### src/rtl/cmb_pkg.sv
// shared constants and carrier types for the CAN message buffering block
package cmb_pkg;

    // ----------------------------------------------------------------
    // buffer geometry
    // ----------------------------------------------------------------
    localparam int CMB_MSG_BYTES = 13;
    localparam int CMB_TX_BUFS = 3;
    localparam int CMB_LOCAL_PRIORITY_FIELD_W = 8;
    localparam int CMB_ADDR_W = 9;

    // ----------------------------------------------------------------
    // register byte offsets
    // ----------------------------------------------------------------
    localparam logic [8:0] CMB_OFS_RX_FLAG = 9'h000;
    localparam logic [8:0] CMB_OFS_RX_MASK = 9'h004;
    localparam logic [8:0] CMB_OFS_TX_FLAG = 9'h008;
    localparam logic [8:0] CMB_OFS_TX_CTRL = 9'h00C;
    localparam logic [8:0] CMB_OFS_MOD_CTRL = 9'h010;
    localparam logic [8:0] CMB_OFS_PRIO0 = 9'h014;
    localparam logic [8:0] CMB_OFS_PRIO1 = 9'h018;
    localparam logic [8:0] CMB_OFS_PRIO2 = 9'h01C;
    localparam logic [8:0] CMB_OFS_STATUS = 9'h020;
    // windows selected by address bits 8:6; byte index in bits 5:2
    localparam logic [2:0] CMB_WIN_REGS = 3'h0;
    localparam logic [2:0] CMB_WIN_RX_FG = 3'h1;
    localparam logic [2:0] CMB_WIN_TX0 = 3'h2;

    // ----------------------------------------------------------------
    // field positions
    // ----------------------------------------------------------------
    localparam int CMB_BIT_RXF = 0;
    localparam int CMB_BIT_OVR = 1;
    localparam int CMB_BIT_LOOP = 0;
    localparam int CMB_BIT_LOWPWR = 1;
    localparam int CMB_FLD_ACK_LO = 4;
    localparam int CMB_FLD_TXIE_LO = 4;

    // ----------------------------------------------------------------
    // reset values and bus levels
    // ----------------------------------------------------------------
    localparam logic [2:0] CMB_RST_TX_EMPTY = 3'h7;
    localparam logic [7:0] CMB_RST_LOCAL_PRIORITY_FIELD = 8'h00;
    localparam logic CMB_RECESSIVE = 1'b1;
    localparam logic CMB_DOMINANT = 1'b0;

    // ----------------------------------------------------------------
    // carriers between protocol engine and buffers
    // ----------------------------------------------------------------
    typedef struct packed {
        logic we;
        logic [3:0] idx;
        logic [7:0] data;
    } cmb_rx_wr_t;

    typedef struct packed {
        logic eof_ok;
        logic accept;
    } cmb_rx_end_t;

    typedef struct packed {
        logic arb_start;
        logic done;
        logic err;
        logic arb_lost;
    } cmb_tx_evt_t;

endpackage

### src/rtl/cmb_msg_buf.sv
// receive FIFO, transmit buffers and scheduler with Avalon-MM register access
//
// Local design decisions: the Avalon-MM interface to the registers and the placing of the registers.
`timescale 1ns/100ps

// Notes on behaviour
// - transmit pin low means dominant, high means recessive.
// - receive path is background buffer then CPU-visible foreground buffer.
// - each receive buffer stores 13 bytes of control, identifier, data.
// - receive-full flag set when foreground holds a good accepted frame.
// - frame lands in background; accepted copies to foreground if flag clear.
// - background overwritten by every new frame regardless of filter, except while it holds a frame waiting for the foreground.
// - own transmitted frame stays in background, no flag, no ack.
// - loop-back treats own frames like any other received frame.
// - after lost arbitration the winning frame is received normally.
// - accepted frame with both buffers full is dropped, overrun raised.
// - with both buffers full, transmit continues, incoming frames dropped.
// - three transmit buffers, each 13 bytes like a receive buffer.
// - each transmit buffer has a software-written 8-bit local priority.
// - successful send sets the buffer's empty flag and transmit interrupt.
// - among ready buffers the smallest priority value goes first.
// - selection rerun at every arbitration, also after an error.
// - abort of a pending buffer sets acknowledge and empty flags.
// - a buffer under transmission is not aborted; acknowledge stays clear.
// - flags cleared by writing one; not cleared while cause persists.
// - receive interrupt raised right after end of an accepted frame.
// - transmit pin held recessive in any low-power mode.
module cmb_msg_buf (
    input wire logic ref_clk,
    input wire logic rst_n,
    input wire logic [cmb_pkg::CMB_ADDR_W-1:0] avs_address,
    input wire logic avs_read,
    input wire logic avs_write,
    input wire logic [31:0] avs_writedata,
    input wire logic [3:0] avs_byteenable,
    output logic [31:0] avs_readdata,
    output logic avs_waitrequest,
    input wire logic bus_rx_pin,
    output logic bus_tx_pin,
    input wire logic eng_tx_bit,
    output logic eng_rx_bit,
    output logic eng_ack_en,
    input wire cmb_pkg::cmb_rx_wr_t eng_rx_wr,
    input wire cmb_pkg::cmb_rx_end_t eng_rx_end,
    input wire cmb_pkg::cmb_tx_evt_t eng_tx_evt,
    input wire logic [3:0] eng_tx_rd_idx,
    output logic [7:0] eng_tx_rd_data,
    output logic eng_tx_req,
    output logic [1:0] eng_tx_sel,
    output logic rx_irq,
    output logic tx_irq,
    output logic err_irq
);
    import cmb_pkg::*;

    // ----------------------------------------------------------------
    // reset and pin synchronisers
    // ----------------------------------------------------------------
    logic rst_meta_ff, rst_sync_ff;
    logic rx_meta_ff, rx_sync_ff;

    always_ff @(posedge ref_clk or negedge rst_n) begin
        if (!rst_n) begin
            rst_meta_ff <= 1'b0;
            rst_sync_ff <= 1'b0;
        end else begin
            rst_meta_ff <= 1'b1;
            rst_sync_ff <= rst_meta_ff;
        end
    end

    always_ff @(posedge ref_clk or negedge rst_sync_ff) begin
        if (!rst_sync_ff) begin
            rx_meta_ff <= CMB_RECESSIVE;
            rx_sync_ff <= CMB_RECESSIVE;
        end else begin
            rx_meta_ff <= bus_rx_pin;
            rx_sync_ff <= rx_meta_ff;
        end
    end

    // ----------------------------------------------------------------
    // state
    // ----------------------------------------------------------------
    logic [7:0] rx_background_buffer [CMB_MSG_BYTES];
    logic [7:0] rx_foreground_buffer [CMB_MSG_BYTES];
    logic [7:0] tx_buf [CMB_TX_BUFS][CMB_MSG_BYTES];
    logic [7:0] tx_priority_reg [CMB_TX_BUFS];
    logic rx_full_flag_ff, bg_held_ff, ovr_flag_ff;
    logic rxf_ie_ff, ovr_ie_ff, loopback_ff, lowpwr_ff;
    logic [2:0] tx_empty_flag_ff, abort_acknowledge_ff, abort_request_ff, txe_ie_ff;
    logic tx_busy_ff;
    logic [1:0] tx_sel_ff;
    logic wait_ff;
    logic [31:0] rdata_ff;
    logic tx_pin_ff, eng_rx_bit_ff, ack_en_ff, tx_req_ff;
    logic [7:0] tx_rd_data_ff;
    logic rx_irq_ff, tx_irq_ff, err_irq_ff;

    // ----------------------------------------------------------------
    // bus decode: one wait cycle, then a one-cycle answer
    // ----------------------------------------------------------------
    wire req = avs_read | avs_write;
    wire wr_acc = avs_write & ~wait_ff & avs_byteenable[0];
    wire [2:0] win = avs_address[8:6];
    wire [3:0] bidx = avs_address[5:2];
    wire [8:0] word_ofs = {avs_address[8:2], 2'b00};
    wire in_regs = (win == CMB_WIN_REGS);
    wire in_rxwin = (win == CMB_WIN_RX_FG) && (bidx < 4'(CMB_MSG_BYTES));
    wire [2:0] tx_win = win - CMB_WIN_TX0;
    wire in_txwin = (win >= CMB_WIN_TX0) && (tx_win < 3'(CMB_TX_BUFS)) && (bidx < 4'(CMB_MSG_BYTES));
    wire [1:0] tx_k = tx_win[1:0];
    wire [7:0] wbyte = avs_writedata[7:0];
    wire wr_rx_flag = wr_acc && in_regs && (word_ofs == CMB_OFS_RX_FLAG);
    wire wr_rx_mask = wr_acc && in_regs && (word_ofs == CMB_OFS_RX_MASK);
    wire wr_tx_flag = wr_acc && in_regs && (word_ofs == CMB_OFS_TX_FLAG);
    wire wr_tx_ctrl = wr_acc && in_regs && (word_ofs == CMB_OFS_TX_CTRL);
    wire wr_mod_ctrl = wr_acc && in_regs && (word_ofs == CMB_OFS_MOD_CTRL);
    wire wr_local_priority_field = wr_acc && in_regs && (word_ofs >= CMB_OFS_PRIO0) && (word_ofs <= CMB_OFS_PRIO2);
    wire [1:0] local_priority_field_k = 2'(word_ofs[4:2] - CMB_OFS_PRIO0[4:2]);
    wire wr_txbuf = wr_acc && in_txwin;

    // ----------------------------------------------------------------
    // receive path
    // ----------------------------------------------------------------
    // own frame only counts as received in loop-back
    wire own_rx = tx_busy_ff & ~loopback_ff;
    wire done_ok = eng_rx_end.eof_ok & eng_rx_end.accept & ~own_rx;
    // write one clears, but a held frame refills at once
    wire rxf_clr = wr_rx_flag & wbyte[CMB_BIT_RXF];
    // copy only into a free foreground buffer
    wire copy_new = done_ok & ~bg_held_ff & (~rx_full_flag_ff | rxf_clr);
    wire copy_held = bg_held_ff & (rxf_clr | ~rx_full_flag_ff);
    wire ovr_evt = done_ok & bg_held_ff;
    // background overwritten unless both stages are occupied
    wire bg_we = eng_rx_wr.we & ~bg_held_ff & (eng_rx_wr.idx < 4'(CMB_MSG_BYTES));
    wire nxt_rxf = copy_new | copy_held | (rx_full_flag_ff & ~rxf_clr);
    wire nxt_bg_held = (bg_held_ff & ~copy_held) | (done_ok & ~copy_new & ~bg_held_ff);
    wire nxt_ovr = ovr_evt | (ovr_flag_ff & ~(wr_rx_flag & wbyte[CMB_BIT_OVR]));

    // background stage, filled byte by byte by the engine
    always_ff @(posedge ref_clk) begin
        if (bg_we) begin
            rx_background_buffer[eng_rx_wr.idx] <= eng_rx_wr.data;
        end
    end

    // foreground stage takes the whole frame in one cycle
    always_ff @(posedge ref_clk) begin
        if (copy_new | copy_held) begin
            rx_foreground_buffer <= rx_background_buffer;
        end
    end

    always_ff @(posedge ref_clk or negedge rst_sync_ff) begin
        if (!rst_sync_ff) begin
            rx_full_flag_ff <= 1'b0;
            bg_held_ff <= 1'b0;
            ovr_flag_ff <= 1'b0;
        end else begin
            rx_full_flag_ff <= nxt_rxf;
            bg_held_ff <= nxt_bg_held;
            ovr_flag_ff <= nxt_ovr;
        end
    end

    // ----------------------------------------------------------------
    // transmit buffers and scheduler
    // ----------------------------------------------------------------
    // smallest value wins, strict compare keeps lowest index on ties
    function automatic logic [1:0] pick_buf(input logic [2:0] rdy, input logic [7:0] p0,
                                            input logic [7:0] p1, input logic [7:0] p2);
        logic [1:0] best;
        logic [7:0] bp;
        best = 2'd0;
        bp = p0;
        if (!rdy[0] || (rdy[1] && p1 < bp)) begin
            best = 2'd1;
            bp = p1;
        end
        if (rdy[2] && (!rdy[best] || p2 < bp)) begin
            best = 2'd2;
        end
        return best;
    endfunction

    wire [2:0] tx_ready = ~tx_empty_flag_ff;
    wire [1:0] pick = pick_buf(tx_ready, tx_priority_reg[0], tx_priority_reg[1], tx_priority_reg[2]);
    // choose afresh at every arbitration start
    wire sched = eng_tx_evt.arb_start & ~tx_busy_ff & (|tx_ready) & ~lowpwr_ff;
    wire [2:0] sel_hot = 3'b001 << tx_sel_ff;
    // successful send frees the active buffer
    wire [2:0] done_set = (eng_tx_evt.done & tx_busy_ff) ? sel_hot : 3'b000;
    // a pending buffer may be aborted, the active one may not
    wire [2:0] abort_set = abort_request_ff & tx_ready & ~(tx_busy_ff ? sel_hot : 3'b000);
    // software marks ready by clearing empty; hardware set wins
    wire [2:0] empty_clr = wr_tx_flag ? wbyte[2:0] : 3'b000;
    wire [2:0] nxt_empty = (tx_empty_flag_ff & ~empty_clr) | done_set | abort_set;
    wire [2:0] nxt_ack = ((abort_acknowledge_ff & ~empty_clr) | abort_set) & ~done_set;
    wire [2:0] nxt_abreq = (wr_tx_ctrl ? wbyte[2:0] : abort_request_ff) & ~nxt_empty;
    // lost arbitration or error drops back to receiving
    wire tx_end = eng_tx_evt.done | eng_tx_evt.err | eng_tx_evt.arb_lost;

    // software loads the three transmit buffers
    always_ff @(posedge ref_clk) begin
        if (wr_txbuf) begin
            tx_buf[tx_k][bidx] <= wbyte;
        end
    end

    always_ff @(posedge ref_clk or negedge rst_sync_ff) begin
        if (!rst_sync_ff) begin
            tx_priority_reg <= '{default: CMB_RST_LOCAL_PRIORITY_FIELD};
        end else if (wr_local_priority_field) begin
            tx_priority_reg[local_priority_field_k] <= wbyte;
        end
    end

    always_ff @(posedge ref_clk or negedge rst_sync_ff) begin
        if (!rst_sync_ff) begin
            tx_empty_flag_ff <= CMB_RST_TX_EMPTY;
            abort_acknowledge_ff <= 3'h0;
            abort_request_ff <= 3'h0;
        end else begin
            tx_empty_flag_ff <= nxt_empty;
            abort_acknowledge_ff <= nxt_ack;
            abort_request_ff <= nxt_abreq;
        end
    end

    always_ff @(posedge ref_clk or negedge rst_sync_ff) begin
        if (!rst_sync_ff) begin
            tx_busy_ff <= 1'b0;
            tx_sel_ff <= 2'd0;
        end else if (sched) begin
            tx_busy_ff <= 1'b1;
            tx_sel_ff <= pick;
        end else if (tx_end) begin
            tx_busy_ff <= 1'b0;
        end
    end

    // ----------------------------------------------------------------
    // control registers
    // ----------------------------------------------------------------
    always_ff @(posedge ref_clk or negedge rst_sync_ff) begin
        if (!rst_sync_ff) begin
            rxf_ie_ff <= 1'b0;
            ovr_ie_ff <= 1'b0;
            txe_ie_ff <= 3'h0;
            loopback_ff <= 1'b0;
            lowpwr_ff <= 1'b0;
        end else begin
            if (wr_rx_mask) begin
                rxf_ie_ff <= wbyte[CMB_BIT_RXF];
                ovr_ie_ff <= wbyte[CMB_BIT_OVR];
            end
            if (wr_tx_ctrl) begin
                txe_ie_ff <= wbyte[CMB_FLD_TXIE_LO +: 3];
            end
            if (wr_mod_ctrl) begin
                loopback_ff <= wbyte[CMB_BIT_LOOP];
                lowpwr_ff <= wbyte[CMB_BIT_LOWPWR];
            end
        end
    end

    // ----------------------------------------------------------------
    // read mux; unmapped addresses read zero
    // ----------------------------------------------------------------
    wire [7:0] reg_byte =
        (word_ofs == CMB_OFS_RX_FLAG) ? {6'h0, ovr_flag_ff, rx_full_flag_ff} :
        (word_ofs == CMB_OFS_RX_MASK) ? {6'h0, ovr_ie_ff, rxf_ie_ff} :
        (word_ofs == CMB_OFS_TX_FLAG) ? {1'b0, abort_acknowledge_ff, 1'b0, tx_empty_flag_ff} :
        (word_ofs == CMB_OFS_TX_CTRL) ? {1'b0, txe_ie_ff, 1'b0, abort_request_ff} :
        (word_ofs == CMB_OFS_MOD_CTRL) ? {6'h0, lowpwr_ff, loopback_ff} :
        (word_ofs == CMB_OFS_PRIO0) ? tx_priority_reg[0] :
        (word_ofs == CMB_OFS_PRIO1) ? tx_priority_reg[1] :
        (word_ofs == CMB_OFS_PRIO2) ? tx_priority_reg[2] :
        (word_ofs == CMB_OFS_STATUS) ? {4'h0, bg_held_ff, tx_sel_ff, tx_busy_ff} : 8'h00;
    wire [7:0] rd_byte = in_regs ? reg_byte :
                         in_rxwin ? rx_foreground_buffer[bidx] :
                         in_txwin ? tx_buf[tx_k][bidx] : 8'h00;

    always_ff @(posedge ref_clk or negedge rst_sync_ff) begin
        if (!rst_sync_ff) begin
            wait_ff <= 1'b1;
            rdata_ff <= 32'h0000_0000;
        end else begin
            wait_ff <= ~(req & wait_ff);
            if (avs_read & wait_ff) begin
                rdata_ff <= {24'h00_0000, rd_byte};
            end
        end
    end

    // ----------------------------------------------------------------
    // engine side and pins
    // ----------------------------------------------------------------
    always_ff @(posedge ref_clk or negedge rst_sync_ff) begin
        if (!rst_sync_ff) begin
            tx_pin_ff <= CMB_RECESSIVE;
            eng_rx_bit_ff <= CMB_RECESSIVE;
            ack_en_ff <= 1'b1;
            tx_req_ff <= 1'b0;
            tx_rd_data_ff <= 8'h00;
        end else begin
            // engine bit passes as-is, forced recessive when powered down
            tx_pin_ff <= lowpwr_ff ? CMB_RECESSIVE : eng_tx_bit;
            // loop-back feeds own bits back to the receiver
            eng_rx_bit_ff <= loopback_ff ? eng_tx_bit : rx_sync_ff;
            // no acknowledge of own frame except in loop-back
            ack_en_ff <= ~own_rx;
            tx_req_ff <= (|tx_ready) & ~lowpwr_ff;
            tx_rd_data_ff <= tx_buf[tx_sel_ff][eng_tx_rd_idx];
        end
    end

    // interrupt lines are plain flag-and-mask levels, no separate controller
    always_ff @(posedge ref_clk or negedge rst_sync_ff) begin
        if (!rst_sync_ff) begin
            rx_irq_ff <= 1'b0;
            tx_irq_ff <= 1'b0;
            err_irq_ff <= 1'b0;
        end else begin
            // raised the cycle after the frame is taken
            rx_irq_ff <= nxt_rxf & rxf_ie_ff;
            tx_irq_ff <= |(nxt_empty & txe_ie_ff);
            err_irq_ff <= nxt_ovr & ovr_ie_ff;
        end
    end

    assign avs_readdata = rdata_ff;
    assign avs_waitrequest = wait_ff;
    assign bus_tx_pin = tx_pin_ff;
    assign eng_rx_bit = eng_rx_bit_ff;
    assign eng_ack_en = ack_en_ff;
    assign eng_tx_req = tx_req_ff;
    assign eng_tx_sel = tx_sel_ff;
    assign eng_tx_rd_data = tx_rd_data_ff;
    assign rx_irq = rx_irq_ff;
    assign tx_irq = tx_irq_ff;
    assign err_irq = err_irq_ff;

    // ----------------------------------------------------------------
    // checks
    // ----------------------------------------------------------------
    chk_lowpwr_recessive: assert property (@(posedge ref_clk) disable iff (!rst_sync_ff)
        lowpwr_ff ##1 lowpwr_ff |-> bus_tx_pin == CMB_RECESSIVE)
        else $error("tx pin not recessive in low power");

    chk_rx_copy_flag: assert property (@(posedge ref_clk) disable iff (!rst_sync_ff)
        eng_rx_end.eof_ok && eng_rx_end.accept && !own_rx && !rx_full_flag_ff && !bg_held_ff
        |=> rx_full_flag_ff && rx_irq == $past(rxf_ie_ff))
        else $error("accepted frame did not set full flag and interrupt");

    chk_own_frame_quiet: assert property (@(posedge ref_clk) disable iff (!rst_sync_ff)
        tx_busy_ff && !loopback_ff && !rx_full_flag_ff && !bg_held_ff |=> !rx_full_flag_ff)
        else $error("own frame reached foreground buffer");

    chk_overrun_set: assert property (@(posedge ref_clk) disable iff (!rst_sync_ff)
        eng_rx_end.eof_ok && eng_rx_end.accept && !own_rx && bg_held_ff
        |=> ovr_flag_ff && rx_full_flag_ff && $stable(rx_foreground_buffer[0]))
        else $error("overrun not flagged or foreground disturbed");

    chk_rxf_refuse_clr: assert property (@(posedge ref_clk) disable iff (!rst_sync_ff)
        bg_held_ff && rxf_clr |=> rx_full_flag_ff && !bg_held_ff)
        else $error("full flag cleared while a frame was waiting");

    chk_sent_empty: assert property (@(posedge ref_clk) disable iff (!rst_sync_ff)
        eng_tx_evt.done && tx_busy_ff |=> tx_empty_flag_ff[$past(tx_sel_ff)]
        && !abort_acknowledge_ff[$past(tx_sel_ff)] && !tx_busy_ff)
        else $error("sent buffer not released or shows abort");

    chk_abort_active: assert property (@(posedge ref_clk) disable iff (!rst_sync_ff)
        tx_busy_ff && abort_request_ff[tx_sel_ff] && !eng_tx_evt.done
        |=> !tx_empty_flag_ff[$past(tx_sel_ff)] || $past(empty_clr) != 3'h0)
        else $error("buffer under transmission was aborted");

    chk_abort_grant: assert property (@(posedge ref_clk) disable iff (!rst_sync_ff)
        abort_set != 3'h0 |=> (abort_acknowledge_ff & $past(abort_set)) == $past(abort_set)
        && (tx_empty_flag_ff & $past(abort_set)) == $past(abort_set))
        else $error("abort not acknowledged");

    chk_sched_local_priority_field: assert property (@(posedge ref_clk) disable iff (!rst_sync_ff)
        sched |=> tx_busy_ff ##0 (!$past(tx_ready[0]) || tx_priority_reg[tx_sel_ff] <= tx_priority_reg[0])
        && (!$past(tx_ready[1]) || tx_priority_reg[tx_sel_ff] <= tx_priority_reg[1])
        && (!$past(tx_ready[2]) || tx_priority_reg[tx_sel_ff] <= tx_priority_reg[2]))
        else $error("scheduled buffer is not the highest priority");

    chk_bus_answer: assert property (@(posedge ref_clk) disable iff (!rst_sync_ff)
        req && wait_ff |=> !avs_waitrequest ##1 avs_waitrequest)
        else $error("bus answer not one cycle after request");

endmodule

### config.mk
export PLATFORM = sky130hd
export DESIGN_NAME = cmb_msg_buf
export DESIGN_NICKNAME = d
export VERILOG_FILES = /design/src/rtl/cmb_pkg.sv /design/src/rtl/cmb_msg_buf.sv
export SDC_FILE = /design/constraint.sdc
export NUM_CORES = 1
export LEC_CHECK = 0
export BUFFER_PORTS_ARGS = -buffer_cell sky130_fd_sc_hd__buf_2
export CORE_MARGIN = 5
export CORE_UTILIZATION = 40
export CTS_CLUSTER_SIZE = 12
export DETAILED_ROUTE_END_ITERATION = 7
export PLACE_DENSITY = 0.6
export SLEW_MARGIN = 40
export SYNTH_ARGS = -nofsm -noshare
export SYNTH_HDL_FRONTEND = slang
export SYNTH_SLANG_ARGS = --single-unit
### constraint.sdc
create_clock -name ref_clk -period 3.7 [get_ports ref_clk]
set_clock_uncertainty 0.05 [all_clocks]
set_input_delay 0.37 -clock ref_clk [delete_from_list [all_inputs] [get_ports ref_clk]]
set_output_delay 0.37 -clock ref_clk [all_outputs]
set_load 0.005 [all_outputs]
**Word level (Yosys, flattened, before mapping)**

Memories as Yosys holds them, arrays and structs flattened.
Cells that the tools add are included.

- Memories: 1
- Flip-flop bits (word level): 282
- Bits in writable memories: 312
- Logic and storage cells: 221

- Order comparisons: 16
- Muxes and demuxes: 44
- Add/sub/neg operators: 2
- Equality and inequality tests: 9
- Bitwise operators: 66
- Reductions and logical operators: 26
- Shift-type cells: 1

Memory list:

| memory | words | bits a word | rd ports | clocked after memory_dff | write ports | line | text |
|---|---|---|---|---|---|---|---|
| tx_buf | 3 | 104 | 2 | 0 | 1 | cmb_msg_buf.sv:87 | `logic [7:0] tx_buf [CMB_TX_BUFS][CMB_MSG_BYTES];` |

Operator list:

| kind | count |
|---|---|
| two-way mux 8 bit | 21 |
| bitwise mux 104 bit | 1 |
| two-way mux 104 bit | 1 |
| binary-select mux 8 bit (select 4 bit) | 3 |
| demux 8 bit (select 4 bit) | 2 |
| equality test 7 x 3 -> 1 bit, second input constant | 4 |
| bitwise AND 1 bit | 27 |
| bitwise mux 24 bit | 1 |
| bitwise AND 3 bit | 7 |
| logical AND 1 bit | 17 |
| demux 8 bit (select 2 bit) | 1 |
| < comparator 8 bit | 2 |
| >= comparator 5 bit, second input constant | 3 |
| inverter 3 bit | 5 |
| inverter 4 -> 5 bit | 3 |
| equality test 7 x 2 -> 1 bit, second input constant | 2 |
| two-way mux 3 bit | 4 |
| inverter 1 bit | 12 |
| < comparator 5 x 1 -> 1 bit, second input constant | 2 |
| >= comparator 9 x 5 -> 1 bit, second input constant | 1 |
| <= comparator 9 x 5 -> 1 bit, second input constant | 1 |
| logical NOT 9 bit | 1 |
| OR 3 bit | 3 |
| < comparator 4 bit, second input constant | 2 |
| 22 further kinds | 38 |

**Longest topological paths before layout**

Gate-level depths: netlist of the first run.

- Depth in word-level cells: 12
- Gate-level depth with buffers: 16
- Gate-level depth less buffers: 15

**Worst setup path after synthesis of the first run**

Ideal clock, no wire load.

- Path kind: in2reg
- From: input avs_address[4] in the netlist's numbering
- To: register rx_foreground_buffer[0] in the netlist's numbering, enable pin
- Data required time: 3,048 ps
- Setup slack: -3,361 ps
- Stages: 6
- Arrival: 6,409 ps
- Setup time: 602 ps
- Buffers on the path: 2
- Cells stage by stage: clkbuf_1 -> buf_2 -> or2_2 -> nor2_1 -> nand3_1 -> a21oi_1

- Word-level cells in the longest chain between the ends: 6

Ends and longest elaborated chain:

| element | line | text |
|---|---|---|
| start, declared | cmb_msg_buf.sv:31 | `input wire logic [cmb_pkg::CMB_ADDR_W-1:0] avs_address,` |
| logical NOT 9 bit (*) | cmb_msg_buf.sv:114 | `wire wr_rx_flag = wr_acc && in_regs && (word_ofs == CMB_OFS_RX_FLAG);` |
| logical AND 1 bit (*) | cmb_msg_buf.sv:114 |  |
| bitwise AND 1 bit (*) | cmb_msg_buf.sv:130 | `wire rxf_clr = wr_rx_flag & wbyte[CMB_BIT_RXF];` |
| OR 1 bit (*) | cmb_msg_buf.sv:132, cmb_msg_buf.sv:133 |  |
| bitwise AND 1 bit, on equally long branches | cmb_msg_buf.sv:132, cmb_msg_buf.sv:133 |  |
| OR 1 bit (*) | cmb_msg_buf.sv:150 | `if (copy_new \| copy_held) begin` |
| end signal, assigned | cmb_msg_buf.sv:151 | `rx_foreground_buffer <= rx_background_buffer;` |
| end, declared | cmb_msg_buf.sv:86 | `logic [7:0] rx_foreground_buffer [CMB_MSG_BYTES];` |

Mark *: on every way between the ends. The rest lies on a longest branch, timed or not.
A chain may end at the register's enable or synchronous reset.

**Worst setup path in the final report of the first run**

- From: register tx_priority_reg[11] in the netlist's numbering
- To: register tx_sel_ff[1], in the netlist eng_tx_sel[1]

- Word-level cells in the longest chain between the ends: 10

Ends and longest elaborated chain:

| element | line | text |
|---|---|---|
| start, declared | cmb_msg_buf.sv:88 | `logic [7:0] tx_priority_reg [CMB_TX_BUFS];` |
| start signal, assigned by index | cmb_msg_buf.sv:215 | `tx_priority_reg[local_priority_field_k] <= wbyte;` |
| branches (longest 7 deep; another with < comparator 8 bit) | -- |  |
| logical OR 1 bit (*) | cmb_msg_buf.sv:181 | `if (rdy[2] && (!rdy[best] \|\| p2 < bp)) begin` |
| logical AND 1 bit (*) | cmb_msg_buf.sv:181 |  |
| two-way mux 2 bit (*) | cmb_msg_buf.sv:181 |  |
| end signal, assigned | cmb_msg_buf.sv:237 | `tx_sel_ff <= pick;` |
| end, declared | cmb_msg_buf.sv:93 | `logic [1:0] tx_sel_ff;` |

Mark *: on every way between the ends. The select of a mux whose other input is x is not followed.

==> qor.yml, run 1 <==
status: "completed"
synth_commonest_cells: "edfxtp_1 (520), nor2_1 (208), mux2i_1 (171)"
port-buffer-count: 70
io_pins: 124
cts-root-to-sink-buffers: 3
async_flop_share_pct: 12.5
globalRouteOverflowTotal: 0
layout_worst_path_cycle_share_pct: 92.3
path_clk_slew_ps: 60
cp-start-kind: "flop"
postCtsSetupRepairBufs: 0
power.density_cell_area_nw_per_um2: 540
cellLeakagePower_nw: 10.7
die_y_um: 268
syn-mean-instance-area_um2: 14.6
max-vdd-ir-drop_mv: 0.516
synthesis.yosys.warnings: 0
post-route-cell-area_um2: 30400
placement.cell_area_um2: 28400
synth-seq-cells: 594
wire_length_of_the_first_global_routing_pass_mm: 110
hp-class: "input pin to flop"
critPathRequiredTime_ps: 4150
route.final.wire_length_mm: 75.5
cts-resized-gates: 0
wl_per_cell_um: 26.4
post-route-drc-count: 0
rows: 94
utilization_pct: 46.2
cts_max_level: 2
count_of_flip_flops_with_a_built_in_enable_after_synthesis: 520
cell_repeated_most_along_the_worst_path: "a21oi_1"
max_freq_mhz: 293
initial_core_utilization_pct: 40.4
setup-violations-final: 0
largest_register_ffs: 312
grt_usage_pct: 20.7
yosys.cell_count.top_type: "edfxtp_1"
ys_dominant_reg_cell: "edfxtp_1"
max-slew-margin-rel_pct: 45.0
tns_ps: 0
pins_over_their_slew_limit: 0
number_of_buffers_created_by_cts: 61
dp_hpwl_mm: 50.2
ant_nets: 0
slowest_delay_ps: 440
reg2reg_setup_slack_ps: 280
detail_route.vias_per_cell: 5.83
top_register_by_number_of_flip_flops: "tx_buf"
vias_in_the_first_global_route: 16347
netlist_top_cells_area: "edfxtp_1 (59%), mux2i_1 (6.4%), mux4_2 (6.2%)"
layout.nets: 2035
reg2reg_depth: 13
design.core.area_um2: 65900
place_congestion: 0.893
synth_cells: 1815
first_iter_violations: 1925
crit_arrival_ps: 3870
insertion_delay_ps: 640
endpoint_kind: "flop"
timing_worst_slew_pin_value_ps: 815
yosysTopAreaCellShare_pct: 58.7
numClockSinks: 594
critical_path.startpoint: "tx_priority_reg[11]$_DFFE_PN0P_"
min_path_cells: 1
netlist_area_before_placement_um2: 26600
min_period_ps: 3420
cts_tree: "built"
yosysTopAreaCell: "edfxtp_1"
width_of_the_die_um: 268
max_cap_viol_count: 0
synth.lib_cells_used.distinct: 66
critPathCapture: "eng_tx_sel[1]$_DFFE_PN0P_"
timing.final.hold_violations: 0
num_vias: 16687
worst_r2r_endpoint: "eng_tx_sel[1]$_DFFE_PN0P_"
initial_antenna_violation_count: 5
clockRootBuffer: "clkbuf_16"
slowest_stage: "or3b_2"
crit_path_cell_trace: "ha_1 -> a211o_1 -> a21oi_1 -> o21ai_0 -> a21oi_1 -> buf_4 -> a21oi_1 -> ha_1 -> nand4_1 -> o211ai_1 -> nor3b_1 -> mux2_2 -> or3b_2"
largest_registers_in_the_final_layout: "tx_buf: 312 flops, rx_background_buffer: 104 flops, rx_foreground_buffer: 104 flops"
critical_path.max_fanout: 10
r2r-start: "tx_priority_reg[11]$_DFFE_PN0P_"
category_of_the_critical_setup_timing_path: "flop to flop"
yosysSeqAreaShare_pct: 65.7
rsz0062_at_grt: "false"
drive_gt1_share_pct: 22.1
grt_start_max_net_pins: 148
area_delta_synth_final_pct: 14.4
drtPass1Iterations: 5
dieArea_um2: 71700
critical path, delay by kind of cell (launching register included):
| kind | cells | cell delay (ps) |
|---|---|---|
| buffers and inverters | 1 | 210 |
| AOI/OAI and AO/OA | 6 | 1030 |
| adders and majority gates | 2 | 640 |
| muxes | 1 | 280 |
| and+or+nand+nor | 3 | 650 |
| DFF | 1 | 420 |
worst min path at each step:
| stage | to | from |
|---|---|---|
| CTS | rx_background_buffer[42]$_DFFE_PP_ | eng_rx_wr[2] |
| detailed placement | rst_meta_ff$_DFF_PN0_ | rst_n |
| finish | rx_background_buffer[3]$_DFFE_PP_ | eng_rx_wr[3] |
| floorplan | rst_meta_ff$_DFF_PN0_ | rst_n |
| global route | rx_background_buffer[74]$_DFFE_PP_ | eng_rx_wr[2] |
| global placement | rst_meta_ff$_DFF_PN0_ | rst_n |
placed cells by master, fill, tap and decap left out, drive strengths merged, types with 14 or more instances in the layout:
cell type | synthesis | routed
nor3 | 29 | 29
nand3 | 18 | 18
a211oi | 34 | 34
nor2b | 17 | 17
buf | 83 | 172
mux2i | 171 | 171
a21oi | 122 | 122
inv | 18 | 20
edfxtp | 520 | 520
nor2 | 211 | 211
o21ai | 46 | 46
nand2 | 63 | 63
mux2 | 75 | 75
clkinv | 0 | 14
conb | 2 | 25
dfrtp | 65 | 65
ha | 16 | 16
mux4 | 73 | 73
clkbuf | 55 | 95
what timing repair did:
item	4_1_cts	5_1_grt
endpoints found under the hold margin	21	0
hold buffers	10	0
endpoints found under the setup margin	0	1
cell families after synthesis:
group                    count (synthesis)  synth area share [%]
multiplexers                           319                  15.8
flip-flops                             594                  65.7
AND/OR/NAND/NOR                        403                  6.93
other                                    2                0.0283
AO/OA/AOI/OAI                          325                  7.87
buffers and inverters                  156                  2.87
adder cells (fa/ha/maj)                 16                 0.753
per-stage QoR:
step | instances | power [mW] | hold WS (ps) | setup WS (ps)
global route | 2858 | 17.0 | 34.2 | 7.45
floorplan | 1838 | 9.58 | 24.4 | 62.4
global placement | 2735 | 10.6 | 105 | 380
finish | 2860 | 16.4 | 49.3 | 283
detailed placement | 2736 | 10.6 | 107 | 316
CTS | 2858 | 16.5 | 16.2 | 299
cell type report:
type                            count  area, µm²
Clock buffer                       95       1750
Multi-Input combinational cell   1088       8470
Timing Repair Buffer              182       1370
Antenna cell                        2       5.00
Clock inverter                     17        166
Tap cell                          864       1080
Inverter                           18       67.6
Fill cell                        5724      35500
Sequential cell                   594      17500
report_power, final:
part	switching [mW]	total [mW]	internal (mW)
sequential	0.191	7.59	7.40
clock	2.57	5.90	3.33
combinational	1.74	2.92	1.18
routing by layer:
layer	track usage (%)	vias up	routed length, µm
met5	0	-	27
met2	33.6	729	35800
met4	6.53	4	2540
met3	4.12	150	6430
li1	-	7271	-
met1	28.4	8533	30700
Note: power is estimated with default switching activity, not from simulation.
==> run 2, diff against run 1 <==
--- a/config.mk
+++ b/config.mk
@@ -7,10 +7,10 @@
 export LEC_CHECK = 0
 export BUFFER_PORTS_ARGS = -buffer_cell sky130_fd_sc_hd__buf_2
 export CORE_MARGIN = 5
-export CORE_UTILIZATION = 40
+export CORE_UTILIZATION = 45
 export CTS_CLUSTER_SIZE = 12
 export DETAILED_ROUTE_END_ITERATION = 7
-export PLACE_DENSITY = 0.6
+export PLACE_DENSITY = 0.65
 export SLEW_MARGIN = 40
 export SYNTH_ARGS = -nofsm -noshare
 export SYNTH_HDL_FRONTEND = slang
==> run 2 against run 1 <==
Final cell count is 3.6% lower. Fmax is 1.5% higher. Cell area is 0.70% lower. Wire length is 0.39% lower. Largest power group unchanged.
==> qor.yml, run 2 (synthesis gave the netlist of run 1 again) <==
top_register_by_number_of_flip_flops: "tx_buf"
min_period_ps: 3370
pins_over_their_slew_limit: 0
max_cap_viol_count: 0
rsz0062_at_grt: "false"
number_of_buffers_created_by_cts: 60
initial_core_utilization_pct: 45.2
numClockSinks: 594
design.core.area_um2: 58800
largest_registers_in_the_final_layout: "tx_buf: 312 flops, rx_background_buffer: 104 flops, rx_foreground_buffer: 104 flops"
port-buffer-count: 70
max-vdd-ir-drop_mv: 0.521
power.density_cell_area_nw_per_um2: 541
path_delay_family: "compound AO/OA/AOI/OAI gates"
layout.cells.most_common: "edfxtp_1"
grt_start_max_net_pins: 148
first_iter_violations: 1946
cts_tree: "built"
cts_max_level: 2
wl_per_cell_um: 27.3
crit_path_cell_trace: "ha_1 -> a211o_1 -> a21oi_1 -> o21ai_0 -> a21oi_1 -> buf_4 -> a21oi_1 -> ha_1 -> nand4_1 -> o211ai_1 -> nor3b_1 -> mux2_2 -> or3b_2"
fillerInstances: 4911
endpoint_kind: "flop"
layout.nets: 2034
critical_path.max_fanout: 10
largest_register_ffs: 312
dp_worst_setup_slack_ps: 270
place_congestion: 0.942
ant_nets: 0
max-slew-margin-rel_pct: 44.3
io_pins: 124
initial_antenna_violation_count: 3
hp-class: "input pin to flop"
dieArea_um2: 64000
detail_route.vias_per_cell: 6.13
insertion_delay_ps: 640
cp-start-kind: "flop"
cts-root-to-sink-buffers: 3
layout_worst_path_cycle_share_pct: 91.0
slowest_stage: "or3b_2"
setup-violations-final: 0
area_delta_synth_final_pct: 13.6
dp_hpwl_mm: 50.2
globalRouteOverflowTotal: 0
route.final.wire_length_mm: 75.2
path_clk_slew_ps: 60
post-route-drc-count: 0
utilization_pct: 51.3
num_vias: 16907
wire_length_of_the_first_global_routing_pass_mm: 110
drive_gt1_share_pct: 21.8
cellLeakagePower_nw: 10.7
timing_worst_slew_pin_value_ps: 832
category_of_the_critical_setup_timing_path: "flop to flop"
cts-resized-gates: 0
clockRootBuffer: "clkbuf_16"
final_critical_path_setup_slack_ps: 332
vias_in_the_first_global_route: 16557
layout_common_cells: "edfxtp_1 (520), nor2_1 (201), mux2i_1 (171), a21oi_1 (121), buf_4 (104)"
timing.final.hold_violations: 0
slowest_delay_ps: 430
max_freq_mhz: 297
rows: 89
critPathRequiredTime_ps: 4160
tns_ps: 0
drtPass1Iterations: 6
grt_usage_pct: 23.0
crit_buf_inv: 1
die_y_um: 253
status: "completed"
cell_repeated_most_along_the_worst_path: "a21oi_1"
width_of_the_die_um: 253
crit_arrival_ps: 3830
[run 2: where the power goes]
| group | internal (mW) | switching [mW] |
|---|---|---|
| clock network | 3.26 | 2.54 |
| registers | 7.40 | 0.162 |
| logic | 1.20 | 1.78 |
[run 2: worst paths after layout]
check	start	end	slack (ps)	cells after the start
worst max register to register	tx_priority_reg[11]$_DFFE_PN0P_	eng_tx_sel[1]$_DFFE_PN0P_	330	13
min in group asynchronous	rst_sync_ff$_DFF_PN0_	tx_priority_reg[14]$_DFFE_PN0P_	240	0
worst max-delay path	tx_priority_reg[11]$_DFFE_PN0P_	eng_tx_sel[1]$_DFFE_PN0P_	330	13
max in group asynchronous	rst_sync_ff$_DFF_PN0_	avs_waitrequest$_DFF_PN1_	2710	1
worst min register to register	rst_sync_ff$_DFF_PN0_	tx_priority_reg[14]$_DFFE_PN0P_	240	0
worst min-delay path	eng_rx_wr[6]	rx_background_buffer[94]$_DFFE_PP_	60	1
[run 2: metal layers]
metal,GRT usage [%],up-vias,part of all wire (%)
met2,35.8,795,46
met1,32.3,8676,41
met5,0,-,0
li1,-,7258,-
met3,4.82,178,8.5
met4,8.61,0,4.2
[run 2: layout make-up]
class	count	area [µm²]	share of cell area [%]
multi-input combinational	1088	8470	28.1
inverter	18	67.6	0.224
clock inverter	17	203	0.671
sequential	594	17500	57.9
timing repair buffer	182	1330	4.40
tap	773	967	3.20
antenna	3	7.51	0.0249
clock buffer	83	1660	5.50
[run 2: what timing repair did]
item,CTS,global route
hold endpoints to repair,8,0
hold buffers,9,0
buffers inserted,0,0
[run 2: per-stage QoR]
| stage | cells | instance area (µm²) | hold WS, ps | total power, mW |
|---|---|---|---|---|
| floorplan | 1838 | 26700 | 24.4 | 9.58 |
| CTS | 2754 | 30100 | 14.2 | 16.4 |
| finish | 2758 | 30200 | 56.6 | 16.3 |
| global placement | 2644 | 28100 | 105 | 10.6 |
| detailed placement | 2645 | 28200 | 106 | 10.6 |
| global route | 2755 | 30200 | 27.3 | 16.9 |
